--- src/rtl/ccd_pkg.sv ---
// Package: shared constants and carrier types for the cache-coupled DRAM control
package ccd_pkg;
    // ----------------------------------------------------------------
    // Memory map
    // ----------------------------------------------------------------
    localparam logic [31:0] BASE_TOP      = 32'h000a_0000; // 640 KB base DRAM
    localparam logic [31:0] ONE_MB        = 32'h0010_0000; // Extended start
    localparam logic [31:0] DRAM_TOP      = 32'h0800_0000; // 128 MB total
    localparam logic [31:0] HI_ROM_BASE   = 32'hfffe_0000; // Top 128 KB of 4 GB
    localparam logic [31:0] LO_ROM_BASE   = 32'h000e_0000; // Top 128 KB of 1 MB
    localparam logic [31:0] SHADOW_BASE   = 32'h000c_0000; // First shadow block
    localparam logic [31:0] RESET_VECTOR  = 32'hffff_fff0; // First fetch
    localparam int          SHADOW_SHIFT  = 14;            // 16 KB blocks
    localparam int          SHADOW_BLOCKS = 16;            // C0000..FFFFF
    // ----------------------------------------------------------------
    // Data path and burst
    // ----------------------------------------------------------------
    localparam int          DATA_W        = 64;            // Data bits
    localparam int          PAR_W         = 8;             // One per byte
    localparam int          MEM_W         = 72;            // Data plus parity
    localparam int          BURST_BYTES   = 128;           // Read burst
    localparam logic [3:0]  BURST_LAST    = 4'hf;          // 128 / 8 - 1
    localparam int          NUM_BANKS     = 4;             // Banks of by-36
    // ----------------------------------------------------------------
    // Cache size encodings
    // ----------------------------------------------------------------
    localparam logic [1:0]  CSZ_256K      = 2'h0;          // 256 KB
    localparam logic [1:0]  CSZ_512K      = 2'h1;          // 512 KB
    localparam logic [1:0]  CSZ_1024K     = 2'h2;          // 1024 KB
    // ----------------------------------------------------------------
    // Types
    // ----------------------------------------------------------------
    typedef enum logic [1:0] {
        TGT_NONE, TGT_DRAM, TGT_ROM
    } ccd_tgt_type;
    typedef struct packed {
        logic [31:0] addr;      // Processor address
        logic        wr;        // Write cycle
        logic [63:0] wdata;     // Write data
    } ccd_req_type;
    typedef struct packed {
        logic        hit;       // Cache tag hit
        logic        dirty;     // Victim line dirty
        logic [31:0] vaddr;     // Victim line address
    } ccd_tag_type;
    typedef struct packed {
        logic [31:0] addr;      // DRAM word address
        logic        we;        // Write strobe
        logic [71:0] wdata;     // Data plus parity
    } ccd_mem_type;
endpackage : ccd_pkg

--- src/rtl/ccd_ctrl.sv ---
// Cache-coupled DRAM controller: decode, miss handling, parity
// ----------------------------------------------------------------
// How it works
// - cache and DRAM evaluate new cycle together
// - read hits and WB write hits finish in cache, DRAM idle
// - read miss writes dirty victim, then fills
// - write miss writes DRAM directly, no allocate
// - 128-byte read bursts, page-mode write-backs
// - memory data path 64 data plus 8 parity
// - one parity bit per byte, made and checked
// - four banks, two modules paired to run
// - boot ROM at top of 4GB and 1MB
// - first fetch after reset goes to ROM
// - shadow lets ROM code run from DRAM
// - 640KB base, extended above 1MB to 128MB
// - cache sized 256/512/1024KB, WB or WT
// ----------------------------------------------------------------
`timescale 1ns/1ps
`default_nettype none
module ccd_ctrl (
    input  wire logic                i_clk,        // System clock
    input  wire logic                i_rstn,       // Async reset, low
    input  wire logic                i_req,        // New cycle pulse
    input  wire ccd_pkg::ccd_req_type i_cpu,       // Cycle attributes
    input  wire ccd_pkg::ccd_tag_type i_tag,       // Tag lookup result
    input  wire logic [63:0]         i_line_rd,    // Victim data from cache
    input  wire logic [71:0]         i_mem_rd,     // DRAM read word
    input  wire logic [15:0]         i_shadow_en,  // Per 16 KB block
    input  wire logic                i_wback,      // 1 write-back, 0 thru
    input  wire logic [1:0]          i_csize,      // Cache size code
    input  wire logic [3:0]          i_bank_pres,  // Modules present
    output var  ccd_pkg::ccd_mem_type o_mem,       // DRAM cycle
    output logic                     o_mem_cyc,    // DRAM cycle active
    output logic [3:0]               o_bank_sel,   // Bank strobes
    output logic                     o_rom_sel,    // Boot ROM selected
    output logic                     o_cache_upd,  // Fill word to cache
    output logic [63:0]              o_rdata,      // Data to processor
    output logic                     o_rvalid,     // Read word valid
    output logic                     o_done,       // Cycle complete
    output logic                     o_par_err,    // Parity error pulse
    output logic                     o_mem_ok,     // Banks paired
    output logic [16:0]              o_cache_idx   // Index width by size
);
    // ----------------------------------------------------------------
    // State
    // ----------------------------------------------------------------
    typedef enum logic [2:0] {
        ST_IDLE, ST_WBACK, ST_FILL, ST_WRITE, ST_ROM, ST_DONE
    } ccd_st_type;
    ccd_st_type  st_r, st_nxt;              // Controller state
    logic [3:0]  beat_r, beat_nxt;          // Burst beat counter
    logic [31:0] addr_r, addr_nxt;          // Line address
    logic [31:0] vaddr_r, vaddr_nxt;        // Victim address
    logic [63:0] wdata_r, wdata_nxt;        // Held write data
    logic        boot_r, boot_nxt;          // First fetch pending
    ccd_pkg::ccd_mem_type mem_r, mem_nxt;   // Memory outputs
    logic        cyc_r, cyc_nxt;            // DRAM cycle active
    logic [3:0]  bank_r, bank_nxt;          // Bank strobes
    logic        rom_r, rom_nxt;            // ROM select
    logic        upd_r, upd_nxt;            // Cache update
    logic [63:0] rd_r, rd_nxt;              // Read data
    logic        rv_r, rv_nxt;              // Read valid
    logic        done_r, done_nxt;          // Done pulse
    logic        perr_r, perr_nxt;          // Parity error
    logic        ok_r, ok_nxt;              // Paired banks
    logic [16:0] idx_r, idx_nxt;            // Cache index
    ccd_pkg::ccd_tgt_type tgt;              // Decoded target
    logic [3:0]  blk;                       // Shadow block number

    // ----------------------------------------------------------------
    // Parity helpers
    // ----------------------------------------------------------------
    function automatic logic [71:0] add_par(input logic [63:0] d);
        logic [71:0] w;
        w = {8'h00, d};
        for (int i = 0; i < ccd_pkg::PAR_W; i++) begin
            w[ccd_pkg::DATA_W + i] = ^d[8*i +: 8];
        end
        return w;
    endfunction : add_par

    function automatic logic par_bad(input logic [71:0] w);
        logic b;
        b = 1'b0;
        for (int i = 0; i < ccd_pkg::PAR_W; i++) begin
            b = b | (^w[8*i +: 8] ^ w[ccd_pkg::DATA_W + i]);
        end
        return b;
    endfunction : par_bad

    // ----------------------------------------------------------------
    // Address decode
    // ----------------------------------------------------------------
    always_comb begin
        blk = i_cpu.addr[17:14];
        if (boot_r) begin
            tgt = ccd_pkg::TGT_ROM;
        end else if (i_cpu.addr >= ccd_pkg::HI_ROM_BASE) begin
            tgt = ccd_pkg::TGT_ROM;
        end else if (i_cpu.addr >= ccd_pkg::SHADOW_BASE &&
                     i_cpu.addr < ccd_pkg::ONE_MB) begin
            // Shadowed blocks run from DRAM; others reach the ROM, except writes below LO_ROM_BASE
            if (i_shadow_en[blk]) begin
                tgt = ccd_pkg::TGT_DRAM;
            end else if (i_cpu.addr >= ccd_pkg::LO_ROM_BASE ||
                         !i_cpu.wr) begin
                tgt = ccd_pkg::TGT_ROM;
            end else begin
                tgt = ccd_pkg::TGT_NONE;
            end
        end else if (i_cpu.addr < ccd_pkg::BASE_TOP ||
                     (i_cpu.addr >= ccd_pkg::ONE_MB &&
                      i_cpu.addr < ccd_pkg::DRAM_TOP)) begin
            tgt = ccd_pkg::TGT_DRAM;
        end else begin
            tgt = ccd_pkg::TGT_NONE;
        end
    end

    // ----------------------------------------------------------------
    // Next-state logic
    // ----------------------------------------------------------------
    always_comb begin
        st_nxt    = st_r;
        beat_nxt  = beat_r;
        addr_nxt  = addr_r;
        vaddr_nxt = vaddr_r;
        wdata_nxt = wdata_r;
        boot_nxt  = boot_r;
        mem_nxt   = mem_r;
        cyc_nxt   = 1'b0;
        bank_nxt  = 4'h0;
        rom_nxt   = 1'b0;
        upd_nxt   = 1'b0;
        rd_nxt    = rd_r;
        rv_nxt    = 1'b0;
        done_nxt  = 1'b0;
        perr_nxt  = 1'b0;
        // Two modules per 64-bit bank pair must be present
        ok_nxt    = (i_bank_pres[0] & i_bank_pres[1]) |
                    (i_bank_pres[2] & i_bank_pres[3]);
        // Index width follows cache size code
        case (i_csize)
            ccd_pkg::CSZ_256K:  idx_nxt = {2'h0, i_cpu.addr[17:3]};
            ccd_pkg::CSZ_512K:  idx_nxt = {1'h0, i_cpu.addr[18:3]};
            ccd_pkg::CSZ_1024K: idx_nxt = i_cpu.addr[19:3];
            default:            idx_nxt = {2'h0, i_cpu.addr[17:3]};
        endcase
        case (st_r)
            ST_IDLE: begin
                // Decode in parallel with the tag lookup
                if (i_req) begin
                    addr_nxt  = {i_cpu.addr[31:7], 7'h00};
                    vaddr_nxt = {i_tag.vaddr[31:7], 7'h00};
                    wdata_nxt = i_cpu.wdata;
                    beat_nxt  = 4'h0;
                    if (tgt == ccd_pkg::TGT_ROM) begin
                        boot_nxt = 1'b0;
                        st_nxt   = ST_ROM;
                    end else if (tgt == ccd_pkg::TGT_NONE) begin
                        st_nxt = ST_DONE;
                    end else if (i_tag.hit) begin
                        // Cache serves it; write-thru also writes DRAM
                        if (i_cpu.wr && !i_wback) begin
                            addr_nxt = i_cpu.addr;
                            st_nxt   = ST_WRITE;
                        end else begin
                            st_nxt = ST_IDLE;
                        end
                    end else if (i_cpu.wr) begin
                        addr_nxt = i_cpu.addr;
                        st_nxt   = ST_WRITE;
                    end else if (i_tag.dirty && i_wback) begin
                        st_nxt = ST_WBACK;
                    end else begin
                        st_nxt = ST_FILL;
                    end
                end
            end
            ST_WBACK: begin
                // Page-mode beats of the victim line
                cyc_nxt     = 1'b1;
                bank_nxt    = vaddr_r[26] ? 4'hc : 4'h3;
                mem_nxt.we  = 1'b1;
                mem_nxt.addr  = vaddr_r + {25'h0, beat_r, 3'h0};
                mem_nxt.wdata = add_par(i_line_rd);
                beat_nxt    = beat_r + 4'h1;
                if (beat_r == ccd_pkg::BURST_LAST) begin
                    beat_nxt = 4'h0;
                    st_nxt   = ST_FILL;
                end
            end
            ST_FILL: begin
                // 128-byte read burst to processor and cache
                cyc_nxt      = 1'b1;
                bank_nxt     = addr_r[26] ? 4'hc : 4'h3;
                mem_nxt.we   = 1'b0;
                mem_nxt.addr = addr_r + {25'h0, beat_r, 3'h0};
                rd_nxt       = i_mem_rd[63:0];
                rv_nxt       = 1'b1;
                upd_nxt      = 1'b1;
                perr_nxt     = par_bad(i_mem_rd);
                beat_nxt     = beat_r + 4'h1;
                if (beat_r == ccd_pkg::BURST_LAST) begin
                    st_nxt = ST_DONE;
                end
            end
            ST_WRITE: begin
                cyc_nxt       = 1'b1;
                bank_nxt      = addr_r[26] ? 4'hc : 4'h3;
                mem_nxt.we    = 1'b1;
                mem_nxt.addr  = addr_r;
                mem_nxt.wdata = add_par(wdata_r);
                st_nxt        = ST_DONE;
            end
            ST_ROM: begin
                rom_nxt = 1'b1;
                st_nxt  = ST_DONE;
            end
            ST_DONE: begin
                done_nxt = 1'b1;
                st_nxt   = ST_IDLE;
            end
            default: st_nxt = ST_IDLE;
        endcase
    end

    // ----------------------------------------------------------------
    // Registers
    // ----------------------------------------------------------------
    always_ff @(posedge i_clk or negedge i_rstn) begin
        if (!i_rstn) begin
            st_r <= ST_IDLE;
            beat_r <= 4'h0;
            addr_r <= 32'h0000_0000;
            vaddr_r <= 32'h0000_0000;
            wdata_r <= 64'h0;
            boot_r <= 1'b1;
            mem_r <= '0;
            cyc_r <= 1'b0;
            bank_r <= 4'h0;
            rom_r <= 1'b0;
            upd_r <= 1'b0;
            rd_r <= 64'h0;
            rv_r <= 1'b0;
            done_r <= 1'b0;
            perr_r <= 1'b0;
            ok_r <= 1'b0;
            idx_r <= 17'h0;
        end else begin
            st_r <= st_nxt;
            beat_r <= beat_nxt;
            addr_r <= addr_nxt;
            vaddr_r <= vaddr_nxt;
            wdata_r <= wdata_nxt;
            boot_r <= boot_nxt;
            mem_r <= mem_nxt;
            cyc_r <= cyc_nxt;
            bank_r <= bank_nxt;
            rom_r <= rom_nxt;
            upd_r <= upd_nxt;
            rd_r <= rd_nxt;
            rv_r <= rv_nxt;
            done_r <= done_nxt;
            perr_r <= perr_nxt;
            ok_r <= ok_nxt;
            idx_r <= idx_nxt;
        end
    end

    assign o_mem       = mem_r;
    assign o_mem_cyc   = cyc_r;
    assign o_bank_sel  = bank_r;
    assign o_rom_sel   = rom_r;
    assign o_cache_upd = upd_r;
    assign o_rdata     = rd_r;
    assign o_rvalid    = rv_r;
    assign o_done      = done_r;
    assign o_par_err   = perr_r;
    assign o_mem_ok    = ok_r;
    assign o_cache_idx = idx_r;
endmodule : ccd_ctrl
`default_nettype wire

--- config.mk ---
export PLATFORM = sky130hd
export DESIGN_NAME = ccd_ctrl
export DESIGN_NICKNAME = d
export VERILOG_FILES = /design/src/rtl/ccd_pkg.sv /design/src/rtl/ccd_ctrl.sv
export SDC_FILE = /design/constraint.sdc
export NUM_CORES = 1
export LEC_CHECK = 0
export CAP_MARGIN = 25
export CORE_AREA = 2 2 191 193
export DETAILED_ROUTE_END_ITERATION = 8
export DIE_AREA = 0 0 193 195
export DONT_BUFFER_PORTS = 1
export PLACE_DENSITY = 0.63
export SETUP_SLACK_MARGIN = 0.05
export SYNTH_ARGS = -nofsm -noshare
export SYNTH_HDL_FRONTEND = slang
export SYNTH_SLANG_ARGS = --single-unit
--- constraint.sdc ---
create_clock -name i_clk -period 5.2 [get_ports i_clk]
set_input_delay 1.56 -clock i_clk [delete_from_list [all_inputs] [get_ports i_clk]]
set_output_delay 1.56 -clock i_clk [all_outputs]
set_load 0.005 [all_outputs]
==> metrics.txt <==
# TYPE chip_impl_metric gauge
chip_impl_metric{name="detail_route.wl_per_cell",unit="um"} 20.6
chip_impl_metric{name="worst_clock_skew",unit="ns"} 0.0241
chip_impl_metric{name="preCtsSetupSlack",unit="ns"} 2.00
chip_impl_metric{name="maximum_clock_rate",unit="MHz"} 361
chip_impl_metric{name="synth_fp_nets",unit=""} 2009
chip_impl_metric{name="floorplan.core_area",unit="um^2"} 35400
chip_impl_metric{name="synthCells",unit=""} 1708
chip_impl_info{name="crit_path_end_kind",value="flip-flop"} 1
chip_impl_metric{name="power.share.sequential",unit="%"} 44.6
chip_impl_metric{name="dp.final_hpwl",unit="um"} 31100
chip_impl_metric{name="finalHoldViolations",unit=""} 0
chip_impl_metric{name="finalCritPeriodShare",unit="%"} 53.2
chip_impl_metric{name="worst_setup_hold_path_clk_slew",unit="ns"} 0.06
chip_impl_metric{name="ys_warn_count",unit=""} 0
chip_impl_metric{name="grt_start_max_net_pins",unit=""} 324
chip_impl_metric{name="power_frac_comb",unit="%"} 29.9
chip_impl_metric{name="tightestPinTransition",unit="ns"} 0.914
chip_impl_metric{name="clkLatencyLatePin",unit="ns"} 0.53
chip_impl_metric{name="cp_slowest_stage_delay",unit="ns"} 0.72
chip_impl_metric{name="leakagePower",unit="nW"} 7.46
chip_impl_metric{name="drive_above_1_share",unit="%"} 6.04
chip_impl_metric{name="rows",unit=""} 69
chip_impl_metric{name="route.final.wire_length",unit="um"} 44300
chip_impl_info{name="critPathSlowestCell",value="sky130_fd_sc_hd__dfrtp_4"} 1
chip_impl_info{name="cp-start-kind",value="flip-flop"} 1
chip_impl_metric{name="worst_slew_margin_rel",unit="%"} 39.0
chip_impl_metric{name="total_nets_final",unit=""} 1967
chip_impl_metric{name="internal-power",unit="mW"} 6.41
chip_impl_metric{name="setup_total_negative_slack",unit="ns"} 0
chip_impl_metric{name="power.switching_fraction",unit="%"} 36.8
chip_impl_metric{name="antenna_found_initial",unit=""} 1
chip_impl_metric{name="die_width",unit="um"} 193
chip_impl_metric{name="route.detailed.vias_per_inst",unit=""} 5.39
chip_impl_metric{name="grt_overflow_total",unit=""} 0
chip_impl_info{name="status",value="completed"} 1
chip_impl_metric{name="die_area",unit="um^2"} 37600
chip_impl_metric{name="yosys.cell_types.count",unit=""} 64
chip_impl_metric{name="initial_core_util",unit="%"} 44.2
chip_impl_metric{name="critical_path_required",unit="ns"} 5.64
chip_impl_metric{name="setup_viol",unit=""} 0
chip_impl_info{name="cts.root.buffer_cell",value="sky130_fd_sc_hd__clkbuf_16"} 1
chip_impl_metric{name="i_o_pin_count",unit=""} 490
chip_impl_metric{name="post_synthesis_instance_area",unit="um^2"} 15700
chip_impl_metric{name="total_power",unit="mW"} 10.1
chip_impl_metric{name="synth_enable_flop_cells",unit=""} 0
chip_impl_info{name="synthDominantAreaCellType",value="sky130_fd_sc_hd__dfrtp_1"} 1
chip_impl_metric{name="switchingPower",unit="mW"} 3.72
chip_impl_info{name="synth-main-ff-cell",value="sky130_fd_sc_hd__dfrtp_1"} 1
chip_impl_metric{name="ys_ff_latch",unit=""} 323
chip_impl_metric{name="first_global_vias",unit=""} 11900
chip_impl_metric{name="maxSlewViolCount",unit=""} 0
chip_impl_metric{name="pwr_density_cell",unit="nW/um^2"} 589
chip_impl_metric{name="timing.final.crit_period",unit="ns"} 2.77
chip_impl_metric{name="yosysTopAreaCellShare",unit="%"} 51.5
chip_impl_metric{name="htree_levels",unit=""} 2
chip_impl_metric{name="syn_avg_cell_area",unit="um^2"} 9.16
chip_impl_metric{name="pwr-share-clk",unit="%"} 25.5
chip_impl_metric{name="ctsHoldBuffers",unit=""} 0
chip_impl_metric{name="cts_num_sinks",unit=""} 323
chip_impl_info{name="crit_path_cell_trace",value="buf_4, nor2_1, nand3_4, buf_4, nand2_1, nand2_1"} 1
chip_impl_metric{name="largest_vdd_supply_drop",unit="mV"} 0.437
chip_impl_metric{name="gp_congestion",unit=""} 0.824
chip_impl_metric{name="seq_area_frac_synth",unit="%"} 51.6
chip_impl_metric{name="place.port_buffers",unit=""} 0
chip_impl_info{name="rsz_0062_raised_after_global_routing",value="no"} 1
chip_impl_metric{name="cts_setup_buffers",unit=""} 0
chip_impl_info{name="yosys-top-cells-area",value="sky130_fd_sc_hd__dfrtp_1 (51%), sky130_fd_sc_hd__nand2_1 (15%), sky130_fd_sc_hd__xnor2_1 (9.3%), sky130_fd_sc_hd__mux2i_1 (4.3%), sky130_fd_sc_hd__o21ai_0 (3.8%)"} 1
chip_impl_info{name="hold_path.class",value="reg2reg"} 1
chip_impl_metric{name="fin_ws",unit="ns"} 2.43
chip_impl_metric{name="max-clock-path-buffers",unit=""} 3
chip_impl_info{name="tritoncts",value="built"} 1
chip_impl_metric{name="arrival",unit="ns"} 3.21
chip_impl_metric{name="dr.first_iter.drc_count",unit=""} 562
chip_impl_metric{name="grt_pass1_wl",unit="um"} 67300
chip_impl_metric{name="postCtsResizedCells",unit=""} 0
chip_impl_metric{name="tritoncts.num_buffers",unit=""} 37
chip_impl_metric{name="residual_antenna_violating_net_count_after_detailed_routing",unit=""} 0
chip_impl_info{name="category_of_the_critical_setup_timing_path",value="reg2reg"} 1
chip_impl_metric{name="ys_async_sr_fraction",unit="%"} 100
chip_impl_metric{name="firstDrtPassIters",unit=""} 5
chip_impl_metric{name="vias",unit=""} 11600
chip_impl_metric{name="track_usage",unit="%"} 23.0
chip_impl_metric{name="crit_fanout",unit=""} 40
chip_impl_metric{name="max-cap-violations",unit=""} 0
chip_impl_metric{name="area_growth_syn_to_layout",unit="%"} 9.86
chip_impl_metric{name="die_height",unit="um"} 195
chip_impl_metric{name="post-route-drc-count",unit=""} 0
[flip-flops by register name, summed over array words and instances, names as in the netlist]
register	cells
addr_r	32
beat_r	4
boot_r	1
o_bank_sel	2
o_cache_idx	17
o_done	1
o_mem	105
o_mem_cyc	1
o_mem_ok	1
o_par_err	1
o_rdata	64
o_rom_sel	1
o_rvalid	1
st_r	3
vaddr_r	25
wdata_r	64
[cell usage after synthesis, types with 10 or more instances]
master	number
sky130_fd_sc_hd__a21oi_1	60
sky130_fd_sc_hd__nor4_1	10
sky130_fd_sc_hd__nand2_1	610
sky130_fd_sc_hd__o21ai_0	119
sky130_fd_sc_hd__xnor2_1	166
sky130_fd_sc_hd__mux2i_1	67
sky130_fd_sc_hd__dfrtp_1	322
sky130_fd_sc_hd__inv_1	26
sky130_fd_sc_hd__nand3_1	21
sky130_fd_sc_hd__xor2_1	28
sky130_fd_sc_hd__nor2_1	48
sky130_fd_sc_hd__clkbuf_1	57
sky130_fd_sc_hd__a31oi_1	14
sky130_fd_sc_hd__buf_1	10
sky130_fd_sc_hd__buf_2	25
sky130_fd_sc_hd__nor3_1	11
sky130_fd_sc_hd__o22ai_1	11
[final cells by class]
| type | instances | area, um^2 |
|---|---|---|
| antenna | 1 | 2.50 |
| clock buffer | 52 | 1060 |
| clock inverter | 9 | 130 |
| fill | 3369 | 18200 |
| inverter | 28 | 105 |
| multi-input combinational | 1260 | 7080 |
| sequential | 323 | 8090 |
| tap | 461 | 577 |
| timing repair buffer | 16 | 153 |
[worst max-delay path, delay by kind of cell, from the launching register on]
family | cells | cell delay, ns
DFF | 1 | 0.72
and+or+nand+nor | 4 | 0.84
buffers and inverters | 2 | 1.06
[power by group through the flow]
stage | clock (mW) | combinational, mW | sequential, mW
5_1_grt | 2.74 | 3.48 | 4.66
4_1_cts | 2.65 | 3.08 | 4.52
2_1_floorplan | 0 | 2.53 | 4.14
6_report | 2.58 | 3.03 | 4.52
3_5_place_dp | 0 | 3.07 | 4.55
3_3_place_gp | 0 | 2.94 | 4.53
[placed cells by master, fill, tap and decap left out, types with 4 or more instances in the layout]
master	Yosys	routed
sky130_fd_sc_hd__a21oi_1	60	60
sky130_fd_sc_hd__a22o_1	6	6
sky130_fd_sc_hd__a31oi_1	14	14
sky130_fd_sc_hd__buf_4	3	14
sky130_fd_sc_hd__clkbuf_1	57	7
sky130_fd_sc_hd__clkbuf_16	0	37
sky130_fd_sc_hd__clkbuf_8	0	8
sky130_fd_sc_hd__clkinvlp_4	0	4
sky130_fd_sc_hd__dfrtp_1	322	320
sky130_fd_sc_hd__ha_1	7	7
sky130_fd_sc_hd__inv_1	26	26
sky130_fd_sc_hd__mux2i_1	67	67
sky130_fd_sc_hd__mux4_2	4	4
sky130_fd_sc_hd__nand2_1	610	608
sky130_fd_sc_hd__nand3_1	21	20
sky130_fd_sc_hd__nand4_1	6	6
sky130_fd_sc_hd__nor2_1	48	48
sky130_fd_sc_hd__nor3_1	11	11
sky130_fd_sc_hd__nor4_1	10	10
sky130_fd_sc_hd__o21ai_0	119	119
sky130_fd_sc_hd__o22a_1	7	7
sky130_fd_sc_hd__o22ai_1	11	11
sky130_fd_sc_hd__xnor2_1	166	166
sky130_fd_sc_hd__xor2_1	28	28
[worst paths after layout]
check                                    start  cells after the start  slack [ns]                 endpoint
min                         boot_r$_DFFE_PN1P_                      2        0.47       boot_r$_DFFE_PN1P_
max reg2reg                st_r[1]$_DFFE_PN0P_                      6        2.43  wdata_r[58]$_DFFE_PN0P_
min in group asynchronous               i_rstn                      0        0.73  o_rdata[40]$_DFFE_PN0P_
min reg2reg                 boot_r$_DFFE_PN1P_                      2        0.47       boot_r$_DFFE_PN1P_
max                        st_r[1]$_DFFE_PN0P_                      6        2.43  wdata_r[58]$_DFFE_PN0P_
max in group asynchronous               i_rstn                      0        4.00    o_mem[71]$_DFFE_PN0P_
[cells by family after synthesis]
logic type | synth area share (%)
fa+ha+maj | 0.687
flops | 51.6
mux | 4.86
simple gates | 19.4
buf+inv | 3.33
compound gates | 9.26
xor+xnor | 10.9
[layer usage]
layer	global-route usage [%]	share of wire (%)
met5	0	0
met4	8.56	3.4
met3	8.75	11
met2	38.2	48
met1	27.0	38
[metrics by stage]
stage	cell area [um^2]	hold slack, ns	std cells	utilization [%]
after floorplan	15700	0.437	1708	-
after global placement	16000	0.451	2087	45.1
after detailed placement	16000	0.459	2088	45.2
after CTS	17200	0.469	2149	48.6
after global routing	17200	0.502	2150	48.6
final	17200	0.467	2150	48.6
(Power assumes the default switching activity.)
